`src/hibr_defs.svh`:
```
// constants of the hid report bridge: report layout, timing, register map
//
// Overview of operation
// - malformed out command is not run and returns status bit d0 set
// - a nak from the target aborts the transfer and sets status bit d1
// - lost bus arbitration aborts the transfer and sets status bit d2
// - bus not free within 256 ms or byte over 10 ms sets bit d3
// - status bits d7..d4 echo the sequence number of the out command
// - report byte 1 holds the count of bytes written, 0 to 32
// - report byte 2 holds the count of bytes read; byte 3 is reserved
// - in report is 36 bytes, 32-byte data field from byte 4
// - feature report 0x3c, five bytes, writes a 16-bit register, low first
// - feature report 0x4b, three bytes, latches the read address, low first
// - feature report 0x5a returns the register at the latched address
// - every out command is answered by exactly one in report
// - flag d0 adds start, d1 adds stop, d2 acks the final read
// - direction bit is inserted by the device, address bit 0 ignored
// - every register is 16 bits wide; all but level, which reads the pins, reset to zero
`ifndef HIBR_DEFS_SVH
`define HIBR_DEFS_SVH

// ----------------------------------------
// timing
// ----------------------------------------
`define HIBR_CLK_KHZ 100000
`define HIBR_FREE_TO_MS 256
`define HIBR_BYTE_TO_MS 10
`define HIBR_FREE_TO_CYC (`HIBR_FREE_TO_MS * `HIBR_CLK_KHZ)
`define HIBR_BYTE_TO_CYC (`HIBR_BYTE_TO_MS * `HIBR_CLK_KHZ)
`define HIBR_TMR_W 25

// ----------------------------------------
// out command and in report layout
// ----------------------------------------
`define HIBR_OUT_ID 8'h00
`define HIBR_OUT_LAST 6'd36
`define HIBR_OB_FLAGS 6'd1
`define HIBR_OB_WCNT 6'd2
`define HIBR_OB_RCNT 6'd3
`define HIBR_OB_ADDR 6'd4
`define HIBR_OB_DATA 6'd5
`define HIBR_IB_STAT 6'd0
`define HIBR_IB_WCNT 6'd1
`define HIBR_IB_RCNT 6'd2
`define HIBR_IB_RSVD 6'd3
`define HIBR_IB_DATA 6'd4
`define HIBR_IN_LAST 6'd35
`define HIBR_DATA_MAX 8'h20
`define HIBR_CF_START 0
`define HIBR_CF_STOP 1
`define HIBR_CF_ACKL 2
`define HIBR_SF_ERR 0
`define HIBR_SF_NAK 1
`define HIBR_SF_ARB 2
`define HIBR_SF_TO 3

// ----------------------------------------
// feature reports
// ----------------------------------------
`define HIBR_FID_WR 8'h3c
`define HIBR_FID_PTR 8'h4b
`define HIBR_FID_RD 8'h5a
`define HIBR_FLEN_WR 3'h5
`define HIBR_FLEN_PTR 3'h3
`define HIBR_FLEN_RD 3'h1
`define HIBR_FIDX_MAX 3'h5

// ----------------------------------------
// register map
// ----------------------------------------
`define HIBR_A_SCL_LO 16'h0341
`define HIBR_A_SCL_HI 16'h0342
`define HIBR_A_FUNC 16'h03c0
`define HIBR_A_DIR 16'h03c1
`define HIBR_A_SET 16'h03c2
`define HIBR_A_CLR 16'h03c3
`define HIBR_A_LEVEL 16'h03c4
`define HIBR_A_HIZ 16'h03c5
`define HIBR_A_OD 16'h03c6
`define HIBR_A_PU 16'h03c7
`define HIBR_A_PD 16'h03c8
`define HIBR_A_IRQM 16'h03c9
`define HIBR_I_SCL_LO 4'h0
`define HIBR_I_SCL_HI 4'h1
`define HIBR_I_FUNC 4'h2
`define HIBR_I_DIR 4'h3
`define HIBR_I_SET 4'h4
`define HIBR_I_CLR 4'h5
`define HIBR_I_LEVEL 4'h6
`define HIBR_I_HIZ 4'h7
`define HIBR_I_OD 4'h8
`define HIBR_I_PU 4'h9
`define HIBR_I_PD 4'ha
`define HIBR_I_IRQM 4'hb
`define HIBR_I_NONE 4'hf
`define HIBR_NREG 12
`define HIBR_REG_RST 16'h0000

`endif

```
`src/hibr_pkg.sv`:
```
// types of the hid report bridge
package hibr_pkg;

	typedef enum logic [3:0] {
		hibr_st_rx = 4'h0,
		hibr_st_waitfree = 4'h1,
		hibr_st_start = 4'h2,
		hibr_st_addr = 4'h3,
		hibr_st_wdata = 4'h4,
		hibr_st_restart = 4'h5,
		hibr_st_raddr = 4'h6,
		hibr_st_rdata = 4'h7,
		hibr_st_stop = 4'h8,
		hibr_st_reply = 4'h9
	} hibr_state_e;

	typedef enum logic [1:0] {
		hibr_cmd_start = 2'h0,
		hibr_cmd_write = 2'h1,
		hibr_cmd_read = 2'h2,
		hibr_cmd_stop = 2'h3
	} hibr_cmd_e;

endpackage : hibr_pkg

```
`src/hibr_if.sv`:
```
// carriers between the bridge modules: byte stream and register port
interface hibr_strm_if;
	logic valid;
	logic ready;
	logic [7:0] data;
	logic last;
	modport src (output valid, output data, output last, input ready);
	modport snk (input valid, input data, input last, output ready);
endinterface : hibr_strm_if

interface hibr_reg_if;
	logic wr_en;
	logic [15:0] wr_addr;
	logic [15:0] wr_data;
	logic [15:0] rd_addr;
	logic [15:0] rd_data;
	modport host (output wr_en, output wr_addr, output wr_data, output rd_addr, input rd_data);
	modport regs (input wr_en, input wr_addr, input wr_data, input rd_addr, output rd_data);
endinterface : hibr_reg_if

```
`src/hibr_buf.sv`:
```
// two-entry skid buffer on the in report byte path
module hibr_buf (
	// clock and reset
	input wire logic sys_clk_i,
	input wire logic rst_i,
	// streams
	hibr_strm_if.snk up,
	hibr_strm_if.src dn
);
	logic out_v_r;
	logic [8:0] out_d_r;
	logic skid_v_r;
	logic [8:0] skid_d_r;

	// ready is a flop, so a stall downstream never loses a byte
	assign up.ready = ~skid_v_r;
	assign dn.valid = out_v_r;
	assign dn.data = out_d_r[7:0];
	assign dn.last = out_d_r[8];

	always_ff @(posedge sys_clk_i) begin
		if (rst_i) begin
			out_v_r <= 1'b0;
			out_d_r <= 9'h000;
			skid_v_r <= 1'b0;
			skid_d_r <= 9'h000;
		end else if (dn.ready || !out_v_r) begin
			if (skid_v_r) begin
				out_d_r <= skid_d_r;
				skid_v_r <= 1'b0;
			end else begin
				out_v_r <= up.valid;
				out_d_r <= {up.last, up.data};
			end
		end else if (up.valid && !skid_v_r) begin
			skid_v_r <= 1'b1;
			skid_d_r <= {up.last, up.data};
		end
	end

endmodule : hibr_buf

```
`src/hibr_regs.sv`:
```
// 16-bit register file reached through the feature reports
`include "hibr_defs.svh"
module hibr_regs (
	// clock and reset
	input wire logic sys_clk_i,
	input wire logic rst_i,
	// register port
	hibr_reg_if.regs rif,
	// pins and timing
	input wire logic [15:0] pin_level_i,
	output logic [15:0] scl_low_o,
	output logic [15:0] scl_high_o,
	output logic [15:0] pin_func_o,
	output logic [15:0] pin_dir_o,
	output logic [15:0] pin_drive_o,
	output logic [15:0] pin_hiz_o,
	output logic [15:0] pin_od_o,
	output logic [15:0] pin_pu_o,
	output logic [15:0] pin_pd_o,
	output logic [15:0] pin_irq_mask_o
);
	logic [15:0] regs_r [`HIBR_NREG];
	logic [15:0] drv_r;
	logic [3:0] widx;
	logic [3:0] ridx;

	function automatic logic [3:0] reg_idx(input logic [15:0] a);
		case (a)
			`HIBR_A_SCL_LO: reg_idx = `HIBR_I_SCL_LO;
			`HIBR_A_SCL_HI: reg_idx = `HIBR_I_SCL_HI;
			`HIBR_A_FUNC: reg_idx = `HIBR_I_FUNC;
			`HIBR_A_DIR: reg_idx = `HIBR_I_DIR;
			`HIBR_A_SET: reg_idx = `HIBR_I_SET;
			`HIBR_A_CLR: reg_idx = `HIBR_I_CLR;
			`HIBR_A_LEVEL: reg_idx = `HIBR_I_LEVEL;
			`HIBR_A_HIZ: reg_idx = `HIBR_I_HIZ;
			`HIBR_A_OD: reg_idx = `HIBR_I_OD;
			`HIBR_A_PU: reg_idx = `HIBR_I_PU;
			`HIBR_A_PD: reg_idx = `HIBR_I_PD;
			`HIBR_A_IRQM: reg_idx = `HIBR_I_IRQM;
			default: reg_idx = `HIBR_I_NONE;
		endcase
	endfunction : reg_idx

	assign widx = reg_idx(rif.wr_addr);
	assign ridx = reg_idx(rif.rd_addr);

	always_ff @(posedge sys_clk_i) begin
		if (rst_i) begin
			for (int i = 0; i < `HIBR_NREG; i++) begin
				regs_r[i] <= `HIBR_REG_RST;
			end
		end else if (rif.wr_en && widx != `HIBR_I_NONE) begin
			regs_r[widx] <= rif.wr_data;
		end
	end

	// set and clear act on the drive latch; level writes it whole
	always_ff @(posedge sys_clk_i) begin
		if (rst_i) begin
			drv_r <= `HIBR_REG_RST;
		end else if (rif.wr_en) begin
			case (widx)
				`HIBR_I_SET: drv_r <= drv_r | rif.wr_data;
				`HIBR_I_CLR: drv_r <= drv_r & ~rif.wr_data;
				`HIBR_I_LEVEL: drv_r <= rif.wr_data;
				default: drv_r <= drv_r;
			endcase
		end
	end

	// read mux; level reads the pins, unmapped reads zero
	always_comb begin
		if (ridx == `HIBR_I_NONE) begin
			rif.rd_data = `HIBR_REG_RST;
		end else if (ridx == `HIBR_I_LEVEL) begin
			rif.rd_data = pin_level_i;
		end else begin
			rif.rd_data = regs_r[ridx];
		end
	end

	assign scl_low_o = regs_r[`HIBR_I_SCL_LO];
	assign scl_high_o = regs_r[`HIBR_I_SCL_HI];
	assign pin_func_o = regs_r[`HIBR_I_FUNC];
	assign pin_dir_o = regs_r[`HIBR_I_DIR];
	assign pin_drive_o = drv_r;
	assign pin_hiz_o = regs_r[`HIBR_I_HIZ];
	assign pin_od_o = regs_r[`HIBR_I_OD];
	assign pin_pu_o = regs_r[`HIBR_I_PU];
	assign pin_pd_o = regs_r[`HIBR_I_PD];
	assign pin_irq_mask_o = regs_r[`HIBR_I_IRQM];

endmodule : hibr_regs

```
`src/hibr_top.sv`:
```
// hid report bridge: i2c command interpreter and feature register access
`include "hibr_defs.svh"
module hibr_top
	import hibr_pkg::*;
#(
	parameter int unsigned FREE_TO_CYC = `HIBR_FREE_TO_CYC,
	parameter int unsigned BYTE_TO_CYC = `HIBR_BYTE_TO_CYC
) (
	// clock and reset
	input wire logic sys_clk_i,
	input wire logic rst_i,
	// interrupt-out command bytes
	input wire logic out_valid_i,
	input wire logic [7:0] out_data_i,
	input wire logic out_last_i,
	output logic out_ready_o,
	// interrupt-in report bytes
	output logic in_valid_o,
	output logic [7:0] in_data_o,
	output logic in_last_o,
	input wire logic in_ready_i,
	// control feature report bytes
	input wire logic feat_valid_i,
	input wire logic [7:0] feat_data_i,
	input wire logic feat_last_i,
	output logic feat_rd_valid_o,
	output logic [7:0] feat_rd_data_o,
	// bus bit engine
	output logic eng_valid_o,
	output hibr_cmd_e eng_cmd_o,
	output logic [7:0] eng_wdata_o,
	output logic eng_ack_o,
	input wire logic eng_done_i,
	input wire logic eng_nak_i,
	input wire logic eng_arb_lost_i,
	input wire logic [7:0] eng_rdata_i,
	input wire logic bus_free_i,
	// timing and pins
	input wire logic [15:0] pin_level_i,
	output logic [15:0] scl_low_o,
	output logic [15:0] scl_high_o,
	output logic [15:0] pin_func_o,
	output logic [15:0] pin_dir_o,
	output logic [15:0] pin_drive_o,
	output logic [15:0] pin_hiz_o,
	output logic [15:0] pin_od_o,
	output logic [15:0] pin_pu_o,
	output logic [15:0] pin_pd_o,
	output logic [15:0] pin_irq_mask_o
);

	// ----------------------------------------
	// declarations
	// ----------------------------------------
	hibr_strm_if rep_s ();
	hibr_strm_if in_s ();
	hibr_reg_if rif ();

	hibr_state_e state_r;
	logic out_rdy_r;
	logic [5:0] oidx_r;
	logic id_bad_r;
	logic [7:0] flags_r;
	logic [7:0] wcnt_q_r;
	logic [7:0] rcnt_q_r;
	logic [7:0] tgt_r;
	logic [7:0] wbuf_r [32];
	logic [7:0] rbuf_r [32];
	logic [5:0] wdone_r;
	logic [5:0] rdone_r;
	logic [5:0] ridx_r;
	logic [3:0] seq_r;
	logic [3:0] st_r;
	logic wait_r;
	logic eng_valid_r;
	hibr_cmd_e eng_cmd_r;
	logic [7:0] eng_wdata_r;
	logic eng_ack_r;
	logic [`HIBR_TMR_W-1:0] tmr_r;
	logic out_take;
	logic fmt_bad;
	logic to_free;
	logic to_byte;
	logic wlast;
	logic rlast;
	hibr_cmd_e cmd_c;
	logic [7:0] data_c;
	logic ack_c;
	logic [7:0] rep_byte;
	logic [2:0] fidx_r;
	logic [7:0] fbuf_r [5];
	logic fact_r;
	logic [2:0] flen_r;
	logic wr_en_r;
	logic [15:0] wr_addr_r;
	logic [15:0] wr_data_r;
	logic [15:0] rd_ptr_r;
	logic frd_v_r;
	logic [7:0] frd_d_r;
	logic [7:0] frd_hi_r;
	logic frd_ph_r;

	// ----------------------------------------
	// helpers
	// ----------------------------------------
	// stop only when asked
	function automatic hibr_state_e fin_st(input logic [7:0] f);
		fin_st = f[`HIBR_CF_STOP] ? hibr_st_stop : hibr_st_reply;
	endfunction : fin_st

	// without a start the command continues an open transfer
	function automatic hibr_state_e data_st(input logic [7:0] w, input logic [7:0] r,
		input logic [7:0] f);
		if (w != 8'h00) begin
			data_st = hibr_st_wdata;
		end else if (r != 8'h00) begin
			data_st = hibr_st_rdata;
		end else begin
			data_st = fin_st(f);
		end
	endfunction : data_st

	function automatic logic is_last(input logic [5:0] done, input logic [7:0] req);
		is_last = ({2'h0, done} + 8'h01) == req;
	endfunction : is_last

	// ----------------------------------------
	// out command capture
	// ----------------------------------------
	assign out_take = out_valid_i && out_rdy_r;
	assign out_ready_o = out_rdy_r;

	always_ff @(posedge sys_clk_i) begin
		if (rst_i) begin
			oidx_r <= 6'h00;
			id_bad_r <= 1'b0;
			flags_r <= 8'h00;
			wcnt_q_r <= 8'h00;
			rcnt_q_r <= 8'h00;
			tgt_r <= 8'h00;
		end else if (out_take) begin
			oidx_r <= out_last_i ? 6'h00 : (oidx_r == 6'h3f ? oidx_r : oidx_r + 6'h01);
			case (oidx_r)
				6'h00: id_bad_r <= out_data_i != `HIBR_OUT_ID;
				`HIBR_OB_FLAGS: flags_r <= out_data_i;
				`HIBR_OB_WCNT: wcnt_q_r <= out_data_i;
				`HIBR_OB_RCNT: rcnt_q_r <= out_data_i;
				`HIBR_OB_ADDR: tgt_r <= out_data_i;
				default: tgt_r <= tgt_r;
			endcase
		end
	end

	always_ff @(posedge sys_clk_i) begin
		if (out_take && oidx_r >= `HIBR_OB_DATA && oidx_r <= `HIBR_OUT_LAST) begin
			wbuf_r[5'(oidx_r - `HIBR_OB_DATA)] <= out_data_i;
		end
	end

	// wrong id, length or size count
	assign fmt_bad = (oidx_r != `HIBR_OUT_LAST) || id_bad_r ||
		(wcnt_q_r > `HIBR_DATA_MAX) || (rcnt_q_r > `HIBR_DATA_MAX);

	// ----------------------------------------
	// timeouts
	// ----------------------------------------
	// one timer serves both limits; it runs only while something is awaited
	always_ff @(posedge sys_clk_i) begin
		if (rst_i) begin
			tmr_r <= '0;
		end else if (state_r == hibr_st_waitfree || wait_r) begin
			tmr_r <= tmr_r + `HIBR_TMR_W'(1);
		end else begin
			tmr_r <= '0;
		end
	end

	assign to_free = (state_r == hibr_st_waitfree) && !bus_free_i &&
		(tmr_r == `HIBR_TMR_W'(FREE_TO_CYC - 1));
	assign to_byte = wait_r && !eng_done_i && (tmr_r == `HIBR_TMR_W'(BYTE_TO_CYC - 1));

	// ----------------------------------------
	// engine command selection
	// ----------------------------------------
	assign wlast = is_last(wdone_r, wcnt_q_r);
	assign rlast = is_last(rdone_r, rcnt_q_r);

	always_comb begin
		cmd_c = hibr_cmd_write;
		data_c = 8'h00;
		ack_c = 1'b1;
		case (state_r)
			hibr_st_start, hibr_st_restart: cmd_c = hibr_cmd_start;
			hibr_st_addr: data_c = {tgt_r[7:1], 1'b0};
			hibr_st_raddr: data_c = {tgt_r[7:1], 1'b1};
			hibr_st_wdata: data_c = wbuf_r[wdone_r[4:0]];
			hibr_st_rdata: begin
				cmd_c = hibr_cmd_read;
				ack_c = rlast ? flags_r[`HIBR_CF_ACKL] : 1'b1;
			end
			hibr_st_stop: cmd_c = hibr_cmd_stop;
			default: cmd_c = hibr_cmd_write;
		endcase
	end

	// ----------------------------------------
	// transfer sequencer
	// ----------------------------------------
	always_ff @(posedge sys_clk_i) begin
		if (rst_i) begin
			state_r <= hibr_st_rx;
			out_rdy_r <= 1'b1;
			wait_r <= 1'b0;
			eng_valid_r <= 1'b0;
			eng_cmd_r <= hibr_cmd_start;
			eng_wdata_r <= 8'h00;
			eng_ack_r <= 1'b0;
			wdone_r <= 6'h00;
			rdone_r <= 6'h00;
			ridx_r <= 6'h00;
			seq_r <= 4'h0;
			st_r <= 4'h0;
		end else begin
			eng_valid_r <= 1'b0;
			case (state_r)
				hibr_st_rx: begin
					if (out_take && out_last_i) begin
						out_rdy_r <= 1'b0;
						seq_r <= flags_r[7:4];
						wdone_r <= 6'h00;
						rdone_r <= 6'h00;
						ridx_r <= 6'h00;
						st_r <= 4'h0;
						if (fmt_bad) begin
							st_r[`HIBR_SF_ERR] <= 1'b1;
							state_r <= hibr_st_reply;
						end else if (flags_r[`HIBR_CF_START]) begin
							state_r <= hibr_st_waitfree;
						end else begin
							state_r <= data_st(wcnt_q_r, rcnt_q_r, flags_r);
						end
					end
				end
				hibr_st_waitfree: begin
					if (bus_free_i) begin
						state_r <= hibr_st_start;
					end else if (to_free) begin
						st_r[`HIBR_SF_TO] <= 1'b1;
						state_r <= hibr_st_reply;
					end
				end
				hibr_st_reply: begin
					if (rep_s.ready) begin
						ridx_r <= ridx_r + 6'h01;
						if (ridx_r == `HIBR_IN_LAST) begin
							state_r <= hibr_st_rx;
							out_rdy_r <= 1'b1;
						end
					end
				end
				default: begin
					if (!wait_r) begin
						eng_valid_r <= 1'b1;
						eng_cmd_r <= cmd_c;
						eng_wdata_r <= data_c;
						eng_ack_r <= ack_c;
						wait_r <= 1'b1;
					end else if (eng_done_i) begin
						wait_r <= 1'b0;
						if (eng_arb_lost_i) begin
							st_r[`HIBR_SF_ARB] <= 1'b1;
							state_r <= hibr_st_reply;
						end else if (eng_nak_i && cmd_c == hibr_cmd_write) begin
							st_r[`HIBR_SF_NAK] <= 1'b1;
							state_r <= hibr_st_stop;
						end else begin
							case (state_r)
								hibr_st_start: begin
									if (wcnt_q_r != 8'h00 || rcnt_q_r == 8'h00) begin
										state_r <= hibr_st_addr;
									end else begin
										state_r <= hibr_st_raddr;
									end
								end
								hibr_st_restart: state_r <= hibr_st_raddr;
								hibr_st_addr: begin
									state_r <= (wcnt_q_r != 8'h00) ? hibr_st_wdata : fin_st(flags_r);
								end
								hibr_st_wdata: begin
									wdone_r <= wdone_r + 6'h01;
									if (wlast) begin
										if (rcnt_q_r != 8'h00) begin
											state_r <= hibr_st_restart;
										end else begin
											state_r <= fin_st(flags_r);
										end
									end
								end
								hibr_st_raddr: state_r <= hibr_st_rdata;
								hibr_st_rdata: begin
									rdone_r <= rdone_r + 6'h01;
									if (rlast) begin
										state_r <= fin_st(flags_r);
									end
								end
								default: state_r <= hibr_st_reply;
							endcase
						end
					end else if (to_byte) begin
						wait_r <= 1'b0;
						st_r[`HIBR_SF_TO] <= 1'b1;
						state_r <= hibr_st_reply;
					end
				end
			endcase
		end
	end

	assign eng_valid_o = eng_valid_r;
	assign eng_cmd_o = eng_cmd_r;
	assign eng_wdata_o = eng_wdata_r;
	assign eng_ack_o = eng_ack_r;

	// ----------------------------------------
	// read data store
	// ----------------------------------------
	always_ff @(posedge sys_clk_i) begin
		if (rst_i) begin
			for (int i = 0; i < 32; i++) begin
				rbuf_r[i] <= 8'h00;
			end
		end else if (state_r == hibr_st_rdata && wait_r && eng_done_i && !eng_arb_lost_i) begin
			rbuf_r[rdone_r[4:0]] <= eng_rdata_i;
		end
	end

	// ----------------------------------------
	// in report assembly
	// ----------------------------------------
	// report built only in the reply state, after the transfer ended
	always_comb begin
		case (ridx_r)
			`HIBR_IB_STAT: rep_byte = {seq_r, st_r};
			`HIBR_IB_WCNT: rep_byte = {2'h0, wdone_r};
			`HIBR_IB_RCNT: rep_byte = {2'h0, rdone_r};
			`HIBR_IB_RSVD: rep_byte = 8'h00;
			default: rep_byte = rbuf_r[5'(ridx_r - `HIBR_IB_DATA)];
		endcase
	end

	assign rep_s.valid = state_r == hibr_st_reply;
	assign rep_s.data = rep_byte;
	assign rep_s.last = ridx_r == `HIBR_IN_LAST;

	hibr_buf u_buf (
		.sys_clk_i(sys_clk_i),
		.rst_i(rst_i),
		.up(rep_s),
		.dn(in_s)
	);

	assign in_valid_o = in_s.valid;
	assign in_data_o = in_s.data;
	assign in_last_o = in_s.last;
	assign in_s.ready = in_ready_i;

	// ----------------------------------------
	// feature report capture
	// ----------------------------------------
	always_ff @(posedge sys_clk_i) begin
		if (rst_i) begin
			fidx_r <= 3'h0;
			fact_r <= 1'b0;
			flen_r <= 3'h0;
			for (int i = 0; i < 5; i++) begin
				fbuf_r[i] <= 8'h00;
			end
		end else begin
			fact_r <= feat_valid_i && feat_last_i;
			if (feat_valid_i) begin
				if (fidx_r != `HIBR_FIDX_MAX) begin
					fbuf_r[fidx_r] <= feat_data_i;
				end
				// too long a report decodes to a length no report has
				flen_r <= fidx_r + 3'h1;
				fidx_r <= feat_last_i ? 3'h0 :
					(fidx_r == `HIBR_FIDX_MAX ? fidx_r : fidx_r + 3'h1);
			end
		end
	end

	// ----------------------------------------
	// feature report decode
	// ----------------------------------------
	always_ff @(posedge sys_clk_i) begin
		if (rst_i) begin
			wr_en_r <= 1'b0;
			wr_addr_r <= 16'h0000;
			wr_data_r <= 16'h0000;
		end else begin
			wr_en_r <= fact_r && fbuf_r[0] == `HIBR_FID_WR && flen_r == `HIBR_FLEN_WR;
			wr_addr_r <= {fbuf_r[2], fbuf_r[1]};
			wr_data_r <= {fbuf_r[4], fbuf_r[3]};
		end
	end

	always_ff @(posedge sys_clk_i) begin
		if (rst_i) begin
			rd_ptr_r <= 16'h0000;
		end else if (fact_r && fbuf_r[0] == `HIBR_FID_PTR && flen_r == `HIBR_FLEN_PTR) begin
			rd_ptr_r <= {fbuf_r[2], fbuf_r[1]};
		end
	end

	// two data bytes, low then high
	always_ff @(posedge sys_clk_i) begin
		if (rst_i) begin
			frd_v_r <= 1'b0;
			frd_d_r <= 8'h00;
			frd_hi_r <= 8'h00;
			frd_ph_r <= 1'b0;
		end else if (frd_ph_r) begin
			frd_v_r <= 1'b1;
			frd_d_r <= frd_hi_r;
			frd_ph_r <= 1'b0;
		end else if (fact_r && fbuf_r[0] == `HIBR_FID_RD && flen_r == `HIBR_FLEN_RD) begin
			frd_v_r <= 1'b1;
			frd_d_r <= rif.rd_data[7:0];
			frd_hi_r <= rif.rd_data[15:8];
			frd_ph_r <= 1'b1;
		end else begin
			frd_v_r <= 1'b0;
		end
	end

	assign feat_rd_valid_o = frd_v_r;
	assign feat_rd_data_o = frd_d_r;

	// ----------------------------------------
	// register file
	// ----------------------------------------
	assign rif.wr_en = wr_en_r;
	assign rif.wr_addr = wr_addr_r;
	assign rif.wr_data = wr_data_r;
	assign rif.rd_addr = rd_ptr_r;

	hibr_regs u_regs (
		.sys_clk_i(sys_clk_i),
		.rst_i(rst_i),
		.rif(rif),
		.pin_level_i(pin_level_i),
		.scl_low_o(scl_low_o),
		.scl_high_o(scl_high_o),
		.pin_func_o(pin_func_o),
		.pin_dir_o(pin_dir_o),
		.pin_drive_o(pin_drive_o),
		.pin_hiz_o(pin_hiz_o),
		.pin_od_o(pin_od_o),
		.pin_pu_o(pin_pu_o),
		.pin_pd_o(pin_pd_o),
		.pin_irq_mask_o(pin_irq_mask_o)
	);

endmodule : hibr_top

```
`config.mk`:
```
export PLATFORM = sky130hd
export DESIGN_NAME = hibr_top
export DESIGN_NICKNAME = d
export VERILOG_FILES = /design/src/hibr_pkg.sv /design/src/hibr_if.sv /design/src/hibr_buf.sv /design/src/hibr_regs.sv /design/src/hibr_top.sv
export VERILOG_INCLUDE_DIRS = /design/src
export SDC_FILE = /design/constraint.sdc
export NUM_CORES = 2
export LEC_CHECK = 0
export ABC_CLOCK_PERIOD_IN_PS = 4300
export BUFFER_PORTS_ARGS = -buffer_cell sky130_fd_sc_hd__buf_4
export CAP_MARGIN = 20
export CORE_MARGIN = 2
export CORE_UTILIZATION = 58
export CTS_CLUSTER_SIZE = 40
export DETAILED_ROUTE_END_ITERATION = 10
export HOLD_SLACK_MARGIN = 0.02
export MAX_ROUTING_LAYER = met4
export PLACE_DENSITY_LB_ADDON = 0.12
export SYNTH_ARGS = -nofsm -noshare
export SYNTH_HDL_FRONTEND = slang
export SYNTH_SLANG_ARGS = --single-unit
```
`constraint.sdc`:
```
create_clock -name sys_clk_i -period 4.3 [get_ports sys_clk_i]
set_clock_uncertainty 0.05 [all_clocks]
set_input_delay 0.645 -clock sys_clk_i [delete_from_list [all_inputs] [get_ports sys_clk_i]]
set_output_delay 0.645 -clock sys_clk_i [all_outputs]
set_load 0.01 [all_outputs]
```
==> metrics <==
status=finished, final reports clean; fin cells=about 4,400; number of global-route vias before repair=27,571; CTS tree=yes; Max Buffers Root-to-Sink=3; area of placed instances=~45,000 µm²; WL final=116,000 µm; post-route setup slack=approximately 0.9 ns; Port-buffer cells=roughly 240; kind of critical path=reg -> reg; postcts setup bufs=0; placed cell count=4,252; post-synth top area share=52.7%; footprint of the multi-input gates=about 14,000 µm²; P_leak=between 15 and 20 nW; fin crit share=approximately four fifths; design area=48,000 µm²; Initial Utilization=about 59%; clock tree sinks=956; HP Class=in -> reg; GRT Total Usage=32.2%; Pre-Repair DR Iteration Count=6; slew at the pin closest to its max-slew limit=1.13 ns; Std-Cell Rows=98; Pwr per Cell Area=around 440 nW/µm²; final setup fails=0; Hold Vio Cnt, Final=0; hold buffers post-CTS=0; layout cells sized above 1=around a fifth; register area share after synthesis=between 60% and 70%; Synth Warn #=0; Synth top cells by count=735 x edfxtp_1, 469 x and2_1, 239 x nor2_1, 221 x dfxtp_1, 178 x nand2_1; maximum vdd drop=roughly 0.33 mV; Max Freq=slightly below 300 MHz; H-Tree Depth=3; largest net degree at the start of global routing=42; RSZ-0062 raised after global routing=no; Final Net Count=about 3,500; Min Hold Slack=around 0.16 ns; Clk Latency, worst-skew pair=0.66 ns; pre-CTS WS=roughly 0.95 ns; Gate power share=a little under a tenth; Chip Width=~270 µm; arrival time at the worst endpoint=between 3 and 4 ns; Setup TNS Final=0 ns; Slew HR=between 20% and 30%; area grow syn2layout=14.7%; CP startpoint kind=flip-flop; Die H=between 200 and 300 µm; Int Power=around 16 mW; Max Fanout on Critical Path=35; Register Area=around 27,000 µm²; first-pass GRT wire length=~170,000 µm; DR iter-0 viols=3,486; predominant post-synthesis flop cell=edfxtp_1; fin. max-slew vios=0; layout filler cell count=~5,100; CTS Buf Count=95; Post-DRT Antenna Nets=0; sequential share of power=about half; routability congestion estimate=0.960; NetSw=5.10 mW; via/cell ratio=between 6 and 7; FFs w/ async S/R, synth=0%; switching share of total power=24.4%; Synth area leader=edfxtp_1; Post-DP HPWL=between 70,000 and 80,000 µm; Synth Register Bits=956; vias=about 28,000; Worst Path Required=approximately 4.8 ns; core footprint=71,500 µm²; number of flops mapped to enable cells by yosys=between 700 and 800; top-level port count=243; clock-pin transition on the worst setup and hold timing paths=approximately 0.070 ns; drc violations=0; CP endpoint kind=flip-flop; Final min period=3.42 ns; initial antenna violation count=1; GRT Residual Overflow=0; Syn Inst Count=3,166; most common cell in the netlist=edfxtp_1; fin util=between 60 and 70%; Tot Pwr=approximately 21 mW; count of different cell masters after synthesis=94; Mapped Area=between 40,000 and 50,000 µm²; CTS-repair resized insts=0; WL/cell=between 20 and 30 µm; Clk pwr share=about two fifths; CTS root buffer=clkbuf_16; synthesized area per cell=roughly 13 µm²; max-capacitance violation count=0; die area=roughly 74,000 µm²; Area contributors post-synth=edfxtp_1 53%, dfxtp_1 11%, mux4_2 7.8%
worst max-delay path, stage by stage, from the launching register on:
cell and delay, ns:
dfxtp_4 0.78, inv_1 0.29, ha_1 0.29, o41a_1 0.57, nor3b_1 0.67, nand3_1 0.16
nand4_1 0.19, o21ai_0 0.11, o211a_1 0.19
final timing paths:
check,endpoint,from,slack (ns),cells after the start
max reg2reg,u_buf.out_d_r[2],ridx_r[0],0.88,8
min reg2reg,rif.wr_en,fbuf_r[0][6],0.39,1
max,u_buf.out_d_r[2],ridx_r[0],0.88,8
min,feat_rd_data_o[3],pin_level_i[3],0.16,2
power groups by stage:
stage / clock network (mW) / registers, mW / logic, mW
final: 8.37 / 10.5 / 2.01
after global routing: 8.79 / 10.6 / 2.16
after detailed placement: 0 / 10.7 / 2.00
after global placement: 0 / 10.7 / 1.97
after floorplan: 0 / 10.6 / 1.34
after CTS: 8.44 / 10.5 / 2.01
flip-flops by register name (all words and copies together), names as in the netlist, 6 cells and up, named ones only:
name                count
fbuf_r                 40
rdone_r                 6
flags_r                 7
rif.wr_data            16
eng_wdata_o             8
oidx_r                  6
u_regs.regs_r         183
wcnt_q_r                8
wdone_r                 6
rd_ptr_r               16
tgt_r                   7
feat_rd_data_o          8
rbuf_r                256
rif.wr_addr            16
ridx_r                  6
tmr_r                  25
u_buf.skid_d_r          9
u_buf.out_d_r           9
rcnt_q_r                8
frd_hi_r                8
wbuf_r                256
u_regs.pin_drive_o     16
metal layers:
metal  share of wire (%)  vias to the layer above  GRT usage (%)
met5                   0                        -              -
met4                 3.6                        0           12.1
met3                 7.9                      240           4.30
met2                  49                     1377           51.8
met1                  39                    14051           42.3
li1                    -                    12228              -
cell usage in the layout (no fill, tap or decap), drive strengths merged, types with 53 or more instances in the layout:
cell type    n
mux2i       53
and2       470
clkbuf     130
o21ai      111
nor2       243
edfxtp     735
dfxtp      221
buf        340
mux4       145
nand3       99
nand2      179
a21oi       87
final cells by class:
class                      count  area share [%]
clock buffer                 130            5.63
antenna                        1         0.00521
tap                          950            2.48
multi-input combinational   1965            30.0
sequential                   956            55.2
clock inverter                49           0.959
timing repair buffer         340            5.38
inverter                      44           0.344
logic make-up after synthesis:
family                   synth area share (%)
AND/OR/NAND/NOR                          16.2
other                                 0.00896
multiplexers                             9.74
flip-flops                               63.3
AO/OA/AOI/OAI                            6.59
adder cells (fa/ha/maj)                 0.628
buffers and inverters                    2.49
XOR/XNOR                                 1.05
Note: power is estimated with default switching activity, not from simulation.
